===== src/common/nvmcc_pkg.sv =====
package nvmcc_pkg;

    // ****************************************
    // Register offsets
    // ****************************************
    localparam logic [7:0] OFS_COMMAND_CONTROL  = 8'h00;
    localparam logic [7:0] OFS_PROTECTION_MAP   = 8'h01;
    localparam logic [7:0] OFS_BUSY_ERROR       = 8'h02;
    localparam logic [7:0] OFS_INTERRUPT_ENABLE = 8'h03;
    localparam logic [7:0] OFS_INTERRUPT_FLAG   = 8'h04;

    // ****************************************
    // Command codes
    // ****************************************
    localparam int CMD_W = 7;
    typedef logic [CMD_W-1:0] nvmcc_cmd_t;
    localparam nvmcc_cmd_t CMD_NO_COMMAND   = 7'h00;
    localparam nvmcc_cmd_t CMD_NO_OPERATION = 7'h01;
    localparam nvmcc_cmd_t CMD_FL_WRITE     = 7'h02;
    localparam nvmcc_cmd_t CMD_FL_PAGE      = 7'h08;
    localparam nvmcc_cmd_t CMD_FL_MULTI_LO  = 7'h09;
    localparam nvmcc_cmd_t CMD_FL_MULTI_HI  = 7'h0D;
    localparam nvmcc_cmd_t CMD_EE_WRITE     = 7'h12;
    localparam nvmcc_cmd_t CMD_EE_ERASE_WR  = 7'h13;
    localparam nvmcc_cmd_t CMD_EE_BYTE      = 7'h18;
    localparam nvmcc_cmd_t CMD_EE_MULTI_LO  = 7'h19;
    localparam nvmcc_cmd_t CMD_EE_MULTI_HI  = 7'h1D;
    localparam nvmcc_cmd_t CMD_WHOLE_CHIP   = 7'h20;
    localparam nvmcc_cmd_t CMD_FULL_EEPROM  = 7'h30;

    // ****************************************
    // Error codes and field layout
    // ****************************************
    localparam int ERR_W = 3;
    typedef logic [ERR_W-1:0] nvmcc_err_t;
    localparam nvmcc_err_t ERR_NONE      = 3'h0;
    localparam nvmcc_err_t ERR_BAD_CMD   = 3'h1;
    localparam nvmcc_err_t ERR_PROTECTED = 3'h2;
    localparam nvmcc_err_t ERR_OVERLAP   = 3'h3;

    localparam int         FMAP_W    = 2;
    localparam int         B_LOCK    = 7;
    localparam int         B_FMAP    = 4;
    localparam int         B_DATA_WP = 2;
    localparam int         B_BOOT_RP = 1;
    localparam int         B_CODE_WP = 0;
    localparam int         B_ERR     = 4;
    localparam int         B_EE_BUSY = 1;
    localparam int         B_FL_BUSY = 0;
    localparam int         B_EE_IDLE = 0;
    localparam logic [1:0] FMAP_RST  = 2'h3;

    // Instructions that an unlock key stays valid for
    localparam int UNLOCK_INSNS_DEF = 4;

    // ****************************************
    // Types
    // ****************************************
    typedef enum logic [1:0] {SECT_BOOT, SECT_APP_CODE, SECT_APP_DATA} nvmcc_sect_t;

    typedef struct packed {
        logic        valid;
        logic        to_eeprom;
        nvmcc_sect_t sect;
    } nvmcc_store_t;

    typedef struct packed {
        logic       flash;
        logic       eeprom;
        nvmcc_cmd_t cmd;
    } nvmcc_start_t;

endpackage


===== src/rtl/nvmcc_ctrl.sv =====
// The implementer's own choice: the strobed register port.
`timescale 1ns/1ps
// Function
// - seven-bit command field sits in command register bits 6:0
// - whole-chip and full-EEPROM erase start on the command write itself
// - other commands only arm; a store to the target memory starts them
// - programming command written while busy records the overlap error
// - flash codes: write 0x02, page erase 0x08, multi-page 0x09..0x0D
// - EEPROM codes: 0x12, 0x13, byte erase 0x18, multi-byte 0x19..0x1D
// - whole-chip erase skips EEPROM under preserve fuse; debug port only
// - unsupported or reserved command reports error code 1
// - write into a protected section reports error code 2
// - error field bits 6:4 holds last error; writing zero clears it
// - status bit 1 EEPROM busy, bit 0 flash busy, read only
// - flash map field writable without the unlock sequence
// - bit 7 locks the flash map field; only reset clears it
// - bit 2 blocks application data updates; only reset clears it
// - bit 0 blocks application code updates; only reset clears it
// - active boot read protection blanks boot reads and fetches
// - boot read protect set only from boot; active after leaving boot
// - interrupt enable bit 0 gives a level request with the idle flag
// - idle flag held while EEPROM not busy; writing one does not clear it
// - protected bits need the unlock key within four instructions
module nvmcc_ctrl
    import nvmcc_pkg::*;
#(
    parameter int UNLOCK_INSNS = UNLOCK_INSNS_DEF
) (
    input  logic               clk,
    input  logic               sys_rst,
    input  logic [7:0]         reg_addr,
    input  logic [7:0]         reg_wdata,
    input  logic               reg_wr,
    input  logic               reg_rd,
    output logic [7:0]         reg_rdata_q,
    input  logic               unlock_spm_key,
    input  logic               unlock_ioreg_key,
    input  logic               insn_retire,
    input  logic               ext_port_access,
    input  logic               cpu_in_boot,
    input  logic               eeprom_preserve_fuse,
    input  nvmcc_store_t       store,
    input  logic               flash_done,
    input  logic               eeprom_done,
    output nvmcc_start_t       op_start_q,
    output logic [FMAP_W-1:0]  flash_map_select_q,
    output logic               boot_rp_active_q,
    output logic               eeprom_ready_irq_q
);

    if (UNLOCK_INSNS < 1 || UNLOCK_INSNS > 15) begin : g_bad_window
        $error("UNLOCK_INSNS must lie in 1..15");
    end

    localparam int WIN_W = $clog2(UNLOCK_INSNS + 1);
    localparam logic [WIN_W-1:0] WIN_LOAD = WIN_W'(UNLOCK_INSNS);
    localparam logic [WIN_W-1:0] WIN_ONE  = WIN_W'(1);

    // ****************************************
    // Command classes
    // ****************************************
    function automatic logic is_flash_arm(input nvmcc_cmd_t c);
        is_flash_arm = (c == CMD_FL_WRITE) || (c >= CMD_FL_PAGE && c <= CMD_FL_MULTI_HI);
    endfunction

    function automatic logic is_ee_arm(input nvmcc_cmd_t c);
        is_ee_arm = (c == CMD_EE_WRITE) || (c == CMD_EE_ERASE_WR)
                 || (c >= CMD_EE_BYTE && c <= CMD_EE_MULTI_HI);
    endfunction

    function automatic logic is_known(input nvmcc_cmd_t c);
        is_known = c == CMD_NO_COMMAND || c == CMD_NO_OPERATION || is_flash_arm(c)
                || is_ee_arm(c) || c == CMD_WHOLE_CHIP || c == CMD_FULL_EEPROM;
    endfunction

    // ****************************************
    // State
    // ****************************************
    logic [WIN_W-1:0] spm_win_q;
    logic [WIN_W-1:0] ioreg_win_q;
    nvmcc_cmd_t       cmd_q;
    nvmcc_cmd_t       cmd_d;
    nvmcc_err_t       err_q;
    logic             err_set;
    nvmcc_err_t       err_code;
    nvmcc_start_t     start_d;
    logic             map_lock_q;
    logic             data_wp_q;
    logic             boot_rp_q;
    logic             code_wp_q;
    logic             irq_en_q;
    logic             ee_idle_q;
    logic             ee_idle_d;
    logic             fl_busy;
    logic             ee_busy;
    logic [7:0]       rd_mux;

    // Address decode
    logic wr_cmd;
    logic wr_prot;
    logic wr_stat;
    logic wr_ien;
    logic wr_iflg;
    logic spm_open;
    logic ioreg_open;
    assign wr_cmd     = reg_wr && reg_addr == OFS_COMMAND_CONTROL;
    assign wr_prot    = reg_wr && reg_addr == OFS_PROTECTION_MAP;
    assign wr_stat    = reg_wr && reg_addr == OFS_BUSY_ERROR;
    assign wr_ien     = reg_wr && reg_addr == OFS_INTERRUPT_ENABLE;
    assign wr_iflg    = reg_wr && reg_addr == OFS_INTERRUPT_FLAG;
    assign spm_open   = spm_win_q != '0;
    assign ioreg_open = ioreg_win_q != '0;

    // ****************************************
    // Unlock windows
    // ****************************************
    // Each key opens its own window; retired instructions close it
    always_ff @(posedge clk) begin
        if (sys_rst) begin
            spm_win_q   <= '0;
            ioreg_win_q <= '0;
        end else begin
            if (unlock_spm_key) begin
                spm_win_q <= WIN_LOAD;
            end else if (insn_retire && spm_open) begin
                spm_win_q <= spm_win_q - WIN_ONE;
            end
            if (unlock_ioreg_key) begin
                ioreg_win_q <= WIN_LOAD;
            end else if (insn_retire && ioreg_open) begin
                ioreg_win_q <= ioreg_win_q - WIN_ONE;
            end
        end
    end

    // ****************************************
    // Command decode and store handling
    // ****************************************
    // A store is judged before a command write in the same cycle,
    // the store still uses the command that was armed before it
    always_comb begin
        cmd_d    = cmd_q;
        err_set  = 1'b0;
        err_code = ERR_NONE;
        start_d  = '{flash: 1'b0, eeprom: 1'b0, cmd: cmd_q};
        // Store against the armed command
        if (store.valid) begin
            if (!is_known(cmd_q)) begin
                err_set  = 1'b1;
                err_code = ERR_BAD_CMD;
            end else if (is_flash_arm(cmd_q) && !store.to_eeprom) begin
                if (fl_busy) begin
                    err_set  = 1'b1;
                    err_code = ERR_OVERLAP;
                end else if ((code_wp_q && store.sect == SECT_APP_CODE)
                          || (data_wp_q && store.sect == SECT_APP_DATA)) begin
                    err_set  = 1'b1;
                    err_code = ERR_PROTECTED;
                end else begin
                    start_d.flash = 1'b1;
                end
            end else if (is_ee_arm(cmd_q) && store.to_eeprom) begin
                if (ee_busy) begin
                    err_set  = 1'b1;
                    err_code = ERR_OVERLAP;
                end else begin
                    start_d.eeprom = 1'b1;
                end
            end
        end
        // Command write, only inside the unlock window
        if (wr_cmd && spm_open) begin
            if (reg_wdata[CMD_W-1:0] != CMD_NO_COMMAND
                && reg_wdata[CMD_W-1:0] != CMD_NO_OPERATION
                && (fl_busy || ee_busy)) begin
                err_set  = 1'b1;
                err_code = ERR_OVERLAP;
            end else begin
                cmd_d = reg_wdata[CMD_W-1:0];
                if (!is_known(cmd_d)
                    || (cmd_d == CMD_WHOLE_CHIP && !ext_port_access)) begin
                    err_set  = 1'b1;
                    err_code = ERR_BAD_CMD;
                end else if (cmd_d == CMD_WHOLE_CHIP) begin
                    start_d = '{flash: 1'b1, eeprom: !eeprom_preserve_fuse,
                                cmd: cmd_d};
                end else if (cmd_d == CMD_FULL_EEPROM) begin
                    start_d = '{flash: 1'b0, eeprom: 1'b1, cmd: cmd_d};
                end
            end
        end
    end

    // Command register
    always_ff @(posedge clk) begin
        if (sys_rst) begin
            cmd_q <= CMD_NO_COMMAND;
        end else begin
            cmd_q <= cmd_d;
        end
    end

    // Start pulses toward the array sequencers
    always_ff @(posedge clk) begin
        if (sys_rst) begin
            op_start_q <= '0;
        end else begin
            op_start_q <= start_d;
        end
    end

    // ****************************************
    // Busy trackers
    // ****************************************
    nvmcc_op_track u_flash_track (
        .clk     (clk),
        .sys_rst (sys_rst),
        .start   (start_d.flash),
        .done    (flash_done),
        .busy_q  (fl_busy)
    );

    nvmcc_op_track u_eeprom_track (
        .clk     (clk),
        .sys_rst (sys_rst),
        .start   (start_d.eeprom),
        .done    (eeprom_done),
        .busy_q  (ee_busy)
    );

    // ****************************************
    // Error field
    // ****************************************
    // New error wins over a clearing write in the same cycle
    always_ff @(posedge clk) begin
        if (sys_rst) begin
            err_q <= ERR_NONE;
        end else if (err_set) begin
            err_q <= err_code;
        end else if (wr_stat && reg_wdata[B_ERR +: ERR_W] == ERR_NONE) begin
            err_q <= ERR_NONE;
        end
    end

    // ****************************************
    // Protection and mapping
    // ****************************************
    // Map field is open to plain writes until locked
    always_ff @(posedge clk) begin
        if (sys_rst) begin
            flash_map_select_q <= FMAP_RST;
        end else if (wr_prot && !map_lock_q) begin
            flash_map_select_q <= reg_wdata[B_FMAP +: FMAP_W];
        end
    end

    // Sticky protection bits; only reset returns them to zero
    always_ff @(posedge clk) begin
        if (sys_rst) begin
            map_lock_q <= 1'b0;
            data_wp_q  <= 1'b0;
            code_wp_q  <= 1'b0;
            boot_rp_q  <= 1'b0;
        end else if (wr_prot && ioreg_open) begin
            map_lock_q <= map_lock_q | reg_wdata[B_LOCK];
            data_wp_q  <= data_wp_q | reg_wdata[B_DATA_WP];
            code_wp_q  <= code_wp_q | reg_wdata[B_CODE_WP];
            boot_rp_q  <= boot_rp_q | (reg_wdata[B_BOOT_RP] && cpu_in_boot);
        end
    end

    // Blanking starts only once code has left the boot section
    always_ff @(posedge clk) begin
        if (sys_rst) begin
            boot_rp_active_q <= 1'b0;
        end else if (boot_rp_q && !cpu_in_boot) begin
            boot_rp_active_q <= 1'b1;
        end
    end

    // ****************************************
    // EEPROM ready flag and request
    // ****************************************
    // Idle keeps the flag set; a starting operation takes it down
    always_comb begin
        if (start_d.eeprom) begin
            ee_idle_d = 1'b0;
        end else begin
            ee_idle_d = !ee_busy || (ee_idle_q && !(wr_iflg && reg_wdata[B_EE_IDLE]));
        end
    end

    always_ff @(posedge clk) begin
        if (sys_rst) begin
            ee_idle_q <= 1'b0;
        end else begin
            ee_idle_q <= ee_idle_d;
        end
    end

    always_ff @(posedge clk) begin
        if (sys_rst) begin
            irq_en_q <= 1'b0;
        end else if (wr_ien) begin
            irq_en_q <= reg_wdata[B_EE_IDLE];
        end
    end

    // Level request, one register stage behind the flag
    always_ff @(posedge clk) begin
        if (sys_rst) begin
            eeprom_ready_irq_q <= 1'b0;
        end else begin
            eeprom_ready_irq_q <= irq_en_q && ee_idle_q;
        end
    end

    // ****************************************
    // Read path
    // ****************************************
    // Unused positions and unmapped offsets read zero
    always_comb begin
        rd_mux = 8'h00;
        case (reg_addr)
            OFS_COMMAND_CONTROL: begin
                rd_mux[CMD_W-1:0] = cmd_q;
            end
            OFS_PROTECTION_MAP: begin
                rd_mux[B_LOCK]             = map_lock_q;
                rd_mux[B_FMAP +: FMAP_W]   = flash_map_select_q;
                rd_mux[B_DATA_WP]          = data_wp_q;
                rd_mux[B_BOOT_RP]          = boot_rp_q;
                rd_mux[B_CODE_WP]          = code_wp_q;
            end
            OFS_BUSY_ERROR: begin
                rd_mux[B_ERR +: ERR_W] = err_q;
                rd_mux[B_EE_BUSY]      = ee_busy;
                rd_mux[B_FL_BUSY]      = fl_busy;
            end
            OFS_INTERRUPT_ENABLE: begin
                rd_mux[B_EE_IDLE] = irq_en_q;
            end
            OFS_INTERRUPT_FLAG: begin
                rd_mux[B_EE_IDLE] = ee_idle_q;
            end
            default: begin
                rd_mux = 8'h00;
            end
        endcase
    end

    // Data stand only in the cycle after the read strobe
    always_ff @(posedge clk) begin
        if (sys_rst) begin
            reg_rdata_q <= 8'h00;
        end else begin
            reg_rdata_q <= reg_rd ? rd_mux : 8'h00;
        end
    end
endmodule


===== src/rtl/nvmcc_op_track.sv =====
`timescale 1ns/1ps
// Busy tracker for one memory array
module nvmcc_op_track (
    input  logic clk,
    input  logic sys_rst,
    input  logic start,
    input  logic done,
    output logic busy_q
);

    // ****************************************
    // Busy level
    // ****************************************
    // Start wins over done so a back-to-back operation is not lost
    always_ff @(posedge clk) begin
        if (sys_rst) begin
            busy_q <= 1'b0;
        end else if (start) begin
            busy_q <= 1'b1;
        end else if (done) begin
            busy_q <= 1'b0;
        end
    end
endmodule

===== config.mk =====
export PLATFORM = sky130hd
export DESIGN_NAME = nvmcc_ctrl
export DESIGN_NICKNAME = d
export VERILOG_FILES = /design/src/common/nvmcc_pkg.sv /design/src/rtl/nvmcc_ctrl.sv /design/src/rtl/nvmcc_op_track.sv
export SDC_FILE = /design/constraint.sdc
export NUM_CORES = 1
export LEC_CHECK = 0
export CAP_MARGIN = 20
export CORE_UTILIZATION = 55
export CTS_CLUSTER_DIAMETER = 60
export DETAILED_ROUTE_END_ITERATION = 6
export DONT_BUFFER_PORTS = 1
export GPL_TIMING_DRIVEN = 0
export HOLD_SLACK_MARGIN = 0.08
export PLACE_DENSITY = 0.78
export RECOVER_POWER = 50
export SETUP_SLACK_MARGIN = 0.15
export SLEW_MARGIN = 15
export SYNTH_ARGS = -nofsm -noshare
export SYNTH_HDL_FRONTEND = slang
export SYNTH_SLANG_ARGS = --single-unit

===== constraint.sdc =====
create_clock -name clk -period 2.15 [get_ports clk]
set_input_delay 0.1075 -clock clk [delete_from_list [all_inputs] [get_ports clk]]
set_output_delay 0.1075 -clock clk [all_outputs]
set_load 0.02 [all_outputs]

# Word level (Yosys, flattened, before mapping)
# Cells that the tools add are included.
dict set report classes {
  n_eq_ne 19
  n_lt_le_gt_ge 8
  addsub 2
  muxes 48
  reduce_logical 74
  bitwise_logic 8
}
# operator count
set op_table {}
lappend op_table {{$mux W9} 5}
lappend op_table {{$eq A7 B5 Y1 const B} 4}
lappend op_table {{$eq A7 B6 Y1 const B} 4}
lappend op_table {{$logic_and A1 B1 Y1} 27}
lappend op_table {{$mux W3} 9}
lappend op_table {{$logic_or A1 B1 Y1} 20}
lappend op_table {{$mux W1} 20}
lappend op_table {{$mux W2} 9}
lappend op_table {{$eq A8 B2 Y1 const B} 2}
lappend op_table {{$eq A7 B1 Y1 const B} 2}
lappend op_table {{$eq A7 B2 Y1 const B} 2}
lappend op_table {{$ge A7 B4 Y1 const B} 2}
lappend op_table {{$ge A7 B5 Y1 const B} 2}
lappend op_table {{$le A7 B4 Y1 const B} 2}
lappend op_table {{$le A7 B5 Y1 const B} 2}
lappend op_table {{$logic_not A7 Y1} 2}
lappend op_table {{$reduce_bool A2 Y1} 5}
lappend op_table {{$eq A8 B1 Y1 const B} 1}
lappend op_table {{$eq A8 B3 Y1 const B} 1}
lappend op_table {{$logic_not A1 Y1} 8}
lappend op_table {{$logic_not A8 Y1} 1}
lappend op_table {{$reduce_or A2 Y1} 4}
lappend op_table {{$ne A7 B1 Y1 const B} 1}
lappend op_table {{$reduce_bool A7 Y1} 1}
lappend op_table {{other kinds (13)} 23}
dict set report totals {
  reg_bits 45
  input_bits 32
  wordCells 182
}

# Depth between registers and ports, before layout
dict set report logic_depth {
  word_depth 15
  mapped_depth 8
  mapped_depth_nobuf 7
}

# By module
# From an unflattened synthesis, not the netlist that was laid out.
dict set report hier_totals {
  hier_cells 236
  hier_area_um2 2055.7
}
# mod area_each_um2 instances seq_area_each_um2 cells_per_inst
set modules_own_cells {}
lappend modules_own_cells {nvmcc_ctrl 1978.1 1 840.8 228}
lappend modules_own_cells {nvmcc_op_track 38.8 2 20.0 4}

# Worst setup path after synthesis
# No wires, ideal clock.
dict set report synth_path {
  path_kind {reg2reg}
  from {reg spm_win_q[0]}
  to {reg ee_idle_q}
  stages_incl_launch_ff 8
  synth_period_minus_slack_ns 1.662
  required_ns 2.035
  t_arrival_ns 1.547
  path_slack_ns 0.488
  setup_ns 0.115
  path_cell_list {dfxtp_1 -> inv_1 -> ha_1 -> nand2b_1 -> nand4_2 -> nor3_4 -> mux2_4 -> and2_1}
}
dict set report synth_via {
  elab_chain_len 4
}
# element line
set synth_rtl {}
lappend synth_rtl {{start, declared} nvmcc_ctrl.sv:79} ;# logic [WIN_W-1:0] spm_win_q;
lappend synth_rtl {{start signal, assigned} nvmcc_ctrl.sv:126} ;# spm_win_q <= spm_win_q - WIN_ONE;
lappend synth_rtl {{$reduce_bool A3 Y1} nvmcc_ctrl.sv:111} ;# assign spm_open = spm_win_q != '0;
lappend synth_rtl {{$logic_and A1 B1 Y1} nvmcc_ctrl.sv:172} ;# if (wr_cmd && spm_open) begin
lappend synth_rtl {{$mux W9} nvmcc_ctrl.sv:172}
lappend synth_rtl {{$reduce_or A2 Y1 (no line)} --}
lappend synth_rtl {{end signal, assigned} nvmcc_ctrl.sv:297} ;# ee_idle_q <= ee_idle_d;
lappend synth_rtl {{end, declared} nvmcc_ctrl.sv:92} ;# logic ee_idle_q;
# No other way between the ends.
# A chain may end at the register's enable or synchronous reset.

# Worst setup path after layout
dict set report layout_path {
  from {in reg_addr[6]}
  to {reg ee_idle_q}
}
dict set report layout_via {
  elab_chain_len 6
}
# element line
set layout_rtl {}
lappend layout_rtl {{start, declared} nvmcc_ctrl.sv:31} ;# input logic [7:0] reg_addr,
lappend layout_rtl {{$eq A8 B3 Y1} nvmcc_ctrl.sv:110} ;# assign wr_iflg = reg_wr && reg_addr == OFS_INTERRUPT_FLAG;
lappend layout_rtl {{$logic_and A1 B1 Y1} nvmcc_ctrl.sv:110}
lappend layout_rtl {{$logic_and A1 B1 Y1} nvmcc_ctrl.sv:289} ;# ee_idle_d = !ee_busy || (ee_idle_q && !(wr_iflg && reg_wdata[B_EE_IDLE]));
lappend layout_rtl {{$logic_not A1 Y1} nvmcc_ctrl.sv:289}
lappend layout_rtl {{$logic_and A1 B1 Y1} nvmcc_ctrl.sv:289}
lappend layout_rtl {{$logic_or A1 B1 Y1} nvmcc_ctrl.sv:289}
# Several ways; a longest one is shown, not always the timed one.

==> results.txt <==
status: completed
max-cap viol count: 0
largest net degree at the start of global routing: 14
max_slew headroom: 63.76%
Synth cell types: 49
first-pass iteration count of the detailed router: 4
vias in the first global route: 1718
DR WL/cell: 16.53 um
data required time of the worst path: 2360 ps
met2 usage: 42.20%
Cells after Synth: 232
register share of total power: 50.4%
CTS HTree Levels: 2
FMAX: 505.8 MHz
Post-Route WL: 5075 um
DP HPWL: 3444 um
leakage power: 0.8737 nW
post-synth net total: 268
P_sw: 0.3493 mW
Clock Latency Late Sink: 300 ps
CTS root buf: clkbuf_8
clock power share: 41.8%
Yosys top cell area share: 43.01%
EDFF count, synth: 0
M3 GR Usage: 7.664%
Int Pwr: 1.294 mW
TritonCTS clock tree: yes
CP max stage delay: 540 ps
biggest area consumer among synthesized cells: dfxtp_1
# port buffers: 0
Antenna Nets Post-Route: 0
startpoint type of the worst setup path: input pin
all-layer global routing usage: 27.36%
pwr dens: 679.1 mW/mm^2
Top Usage Layer GRT: met2
Synth area leaders: dfxtp_1 (43%), nor2_1 (6.6%), a21oi_1 (4.9%)
Syn. warnings: 0
worst hold path type: in -> reg
critical path endpoint category: register
DR DRC count: 0
RSZ-0062 raised after global routing: false
Final Hold Fails: 0
CTS Buf Count: 5
maximum clock path buffer count: 2
starting density of the core: 59.51%
Via Count: 1778
ratio of cells with drive above 1 in the final layout: 8.429%
crit path DAT: 2180 ps
clk sinks: 44
area grow syn2layout: 18.14%
Seq cells post-synth: 44
Final Cycle Share: 91.96%
Main synth FF type: dfxtp_1
Critical-path top delay cell: dlygate4sd3_1
Final min period: 1977 ps
Syn Area/Cell: 8.829 sq um
placeable core area: 0.003442 sq mm
grt met1 use: 34.70%
Peak supply drop: 0.0003394 V
Die X-Extent: 63.03 um
Pwr Total: 1.643 mW
initial DRC count: 137
FILL cells: 268
share of synthesized registers carrying an async set or reset: 0%
post-cts gate resize count: 0
gr ovfl total: 0
Worst-Margin Slew: 542.4 ps
Vias/cell: 5.792
worst path bufs/invs: 2
worst-path maximum fanout: 5
Die Y: 63.03 um
Logic pwr share: 7.9%
final net count: 296
Placer Congestion: 0.9147
critical path's top delay family: simple AND/OR/NAND/NOR gates
Slew Viols, Final: 0
final setup fails: 0
std cell rows: 21
Worst-path clk slew: 90 ps
ANT cells: 0
critical path class: in -> reg
first-pass GRT wire length: 8245 um
Boundary Pins: 53
Post-Synthesis Cell Area: 0.002048 sq mm
final worst clock skew: 12.86 ps
Fin Setup TNS: 0 ps
critical path cell sequence: dlygate4sd3_1 -> nor3_1 -> clkbuf_1 -> nand4_2 -> nor3_4 -> mux2_4 -> and2_1
switch share: 21.26%
die area: 0.003972 sq mm
antenna violations before repair: 0
Seq/Total Area, Yosys: 43.01%
## routing by layer
metal	share of wire, %	wire (um)
met3	7.6	386
met5	0	0
met1	43	2202
met2	46	2355
met4	2.6	131
## flip-flops by register name, summed over array words and instances (netlist names), 2 cells and up
signal              flops
spm_win_q               3
reg_rdata_q             8
ioreg_win_q             3
cmd_q                   7
op_start_q              9
err_q                   2
flash_map_select_q      2
## placed cells by master, fill, tap and decap left out, types with 2 or more instances in the layout
master and count:
xnor2_1 2, nor2b_1 7, clkbuf_1 9, dlygate4sd3_1 20, a2111oi_0 3, a32oi_1 2
nor3_1 10, and3_1 2, a211o_1 2, nand4_1 4, nand2b_1 7, a211oi_1 2
nor2_1 36, nand2_1 12, a21oi_1 20, o21ai_0 9, inv_1 7, clkbuf_8 7
and2_1 7, nor3b_1 2, ha_1 4, nand3_1 3, a31oi_1 5, mux2i_1 6
dfxtp_1 44, buf_2 2, and2_0 2
## metrics by stage
step	hold slack [ps]	util, %	setup slack [ps]	cell area [sq um]	std cells
floorplan	184.9	-	488.2	2048	232
CTS	95.59	70.67	221.7	2432	306
global placement	186.2	61.18	300.3	2106	278
global route	119.1	70.30	86.23	2420	307
detailed placement	189.0	61.18	289.0	2106	278
finish	103.1	70.30	172.9	2420	307
## area by class of cell
cell class	count	area (sq um)	share of cell area, %
flip-flops and latches	44	880.8	36.40
clock buffers	7	96.34	3.981
well taps	46	57.56	2.378
clock inverters	1	30.03	1.241
inverters	7	26.28	1.086
plain buffers	10	40.04	1.655
repair buffers	21	203.9	8.428
multi-input cells	171	1085	44.83
## cells in the mapped netlist (2+ instances only)
library cell	n
a21oi_1	20
nor3_1	8
a211oi_1	2
nand2b_1	7
clkbuf_1	8
nand4_1	4
a32oi_1	2
nor2b_1	7
ha_1	4
o21ai_0	9
inv_1	7
nor3b_1	2
mux2i_1	6
a2111oi_0	3
a31oi_1	5
a211o_1	2
nor2_1	36
and2_1	9
nand2_1	12
and3_1	2
nand3_1	3
dfxtp_1	44
nor3_4	2
xnor2_1	2
buf_2	2
## kinds of logic (layout without fill, tap and decap cells)
kind of cell	after synthesis	count (layout)	synth area share, %
DFF	44	44	43.01
AOI/OAI and AO/OA	54	54	17.47
buffers and inverters	17	46	3.238
adders and majority gates	4	4	2.444
and+or+nand+nor	102	102	27.67
muxes	9	9	5.314
xor gates and xnor gates	2	2	0.8554
## worst min-delay path: stages
cell and delay, ps:
nand4_1 60, mux2_2 150, nor2_1 40
## repair_timing
item                       CTS  global route
hold buffers                20             0
setup endpoints to repair    0             2
setup buffers                0             1
hold endpoints to repair    30             0
## power groups by stage
| stage | combinational, mW | clock, mW | sequential, mW |
|---|---|---|---|
| finish | 0.129 | 0.686 | 0.828 |
| global route | 0.145 | 0.722 | 0.829 |
| CTS | 0.128 | 0.690 | 0.827 |
| detailed placement | 0.0924 | 0 | 0.847 |
| global placement | 0.0912 | 0 | 0.847 |
| floorplan | 0.0746 | 0 | 0.846 |
## final timing paths
check	start	end	slack, ps	cells past startpoint
worst max-delay path	reg_addr[6]	ee_idle_q	170	7
worst min-delay path	store[3]	op_start_q[8]	100	3
worst max register to register	spm_win_q[0]	ee_idle_q	290	7
worst min register to register	irq_en_q	eeprom_ready_irq_q	460	2
(Power assumes the default switching activity.)
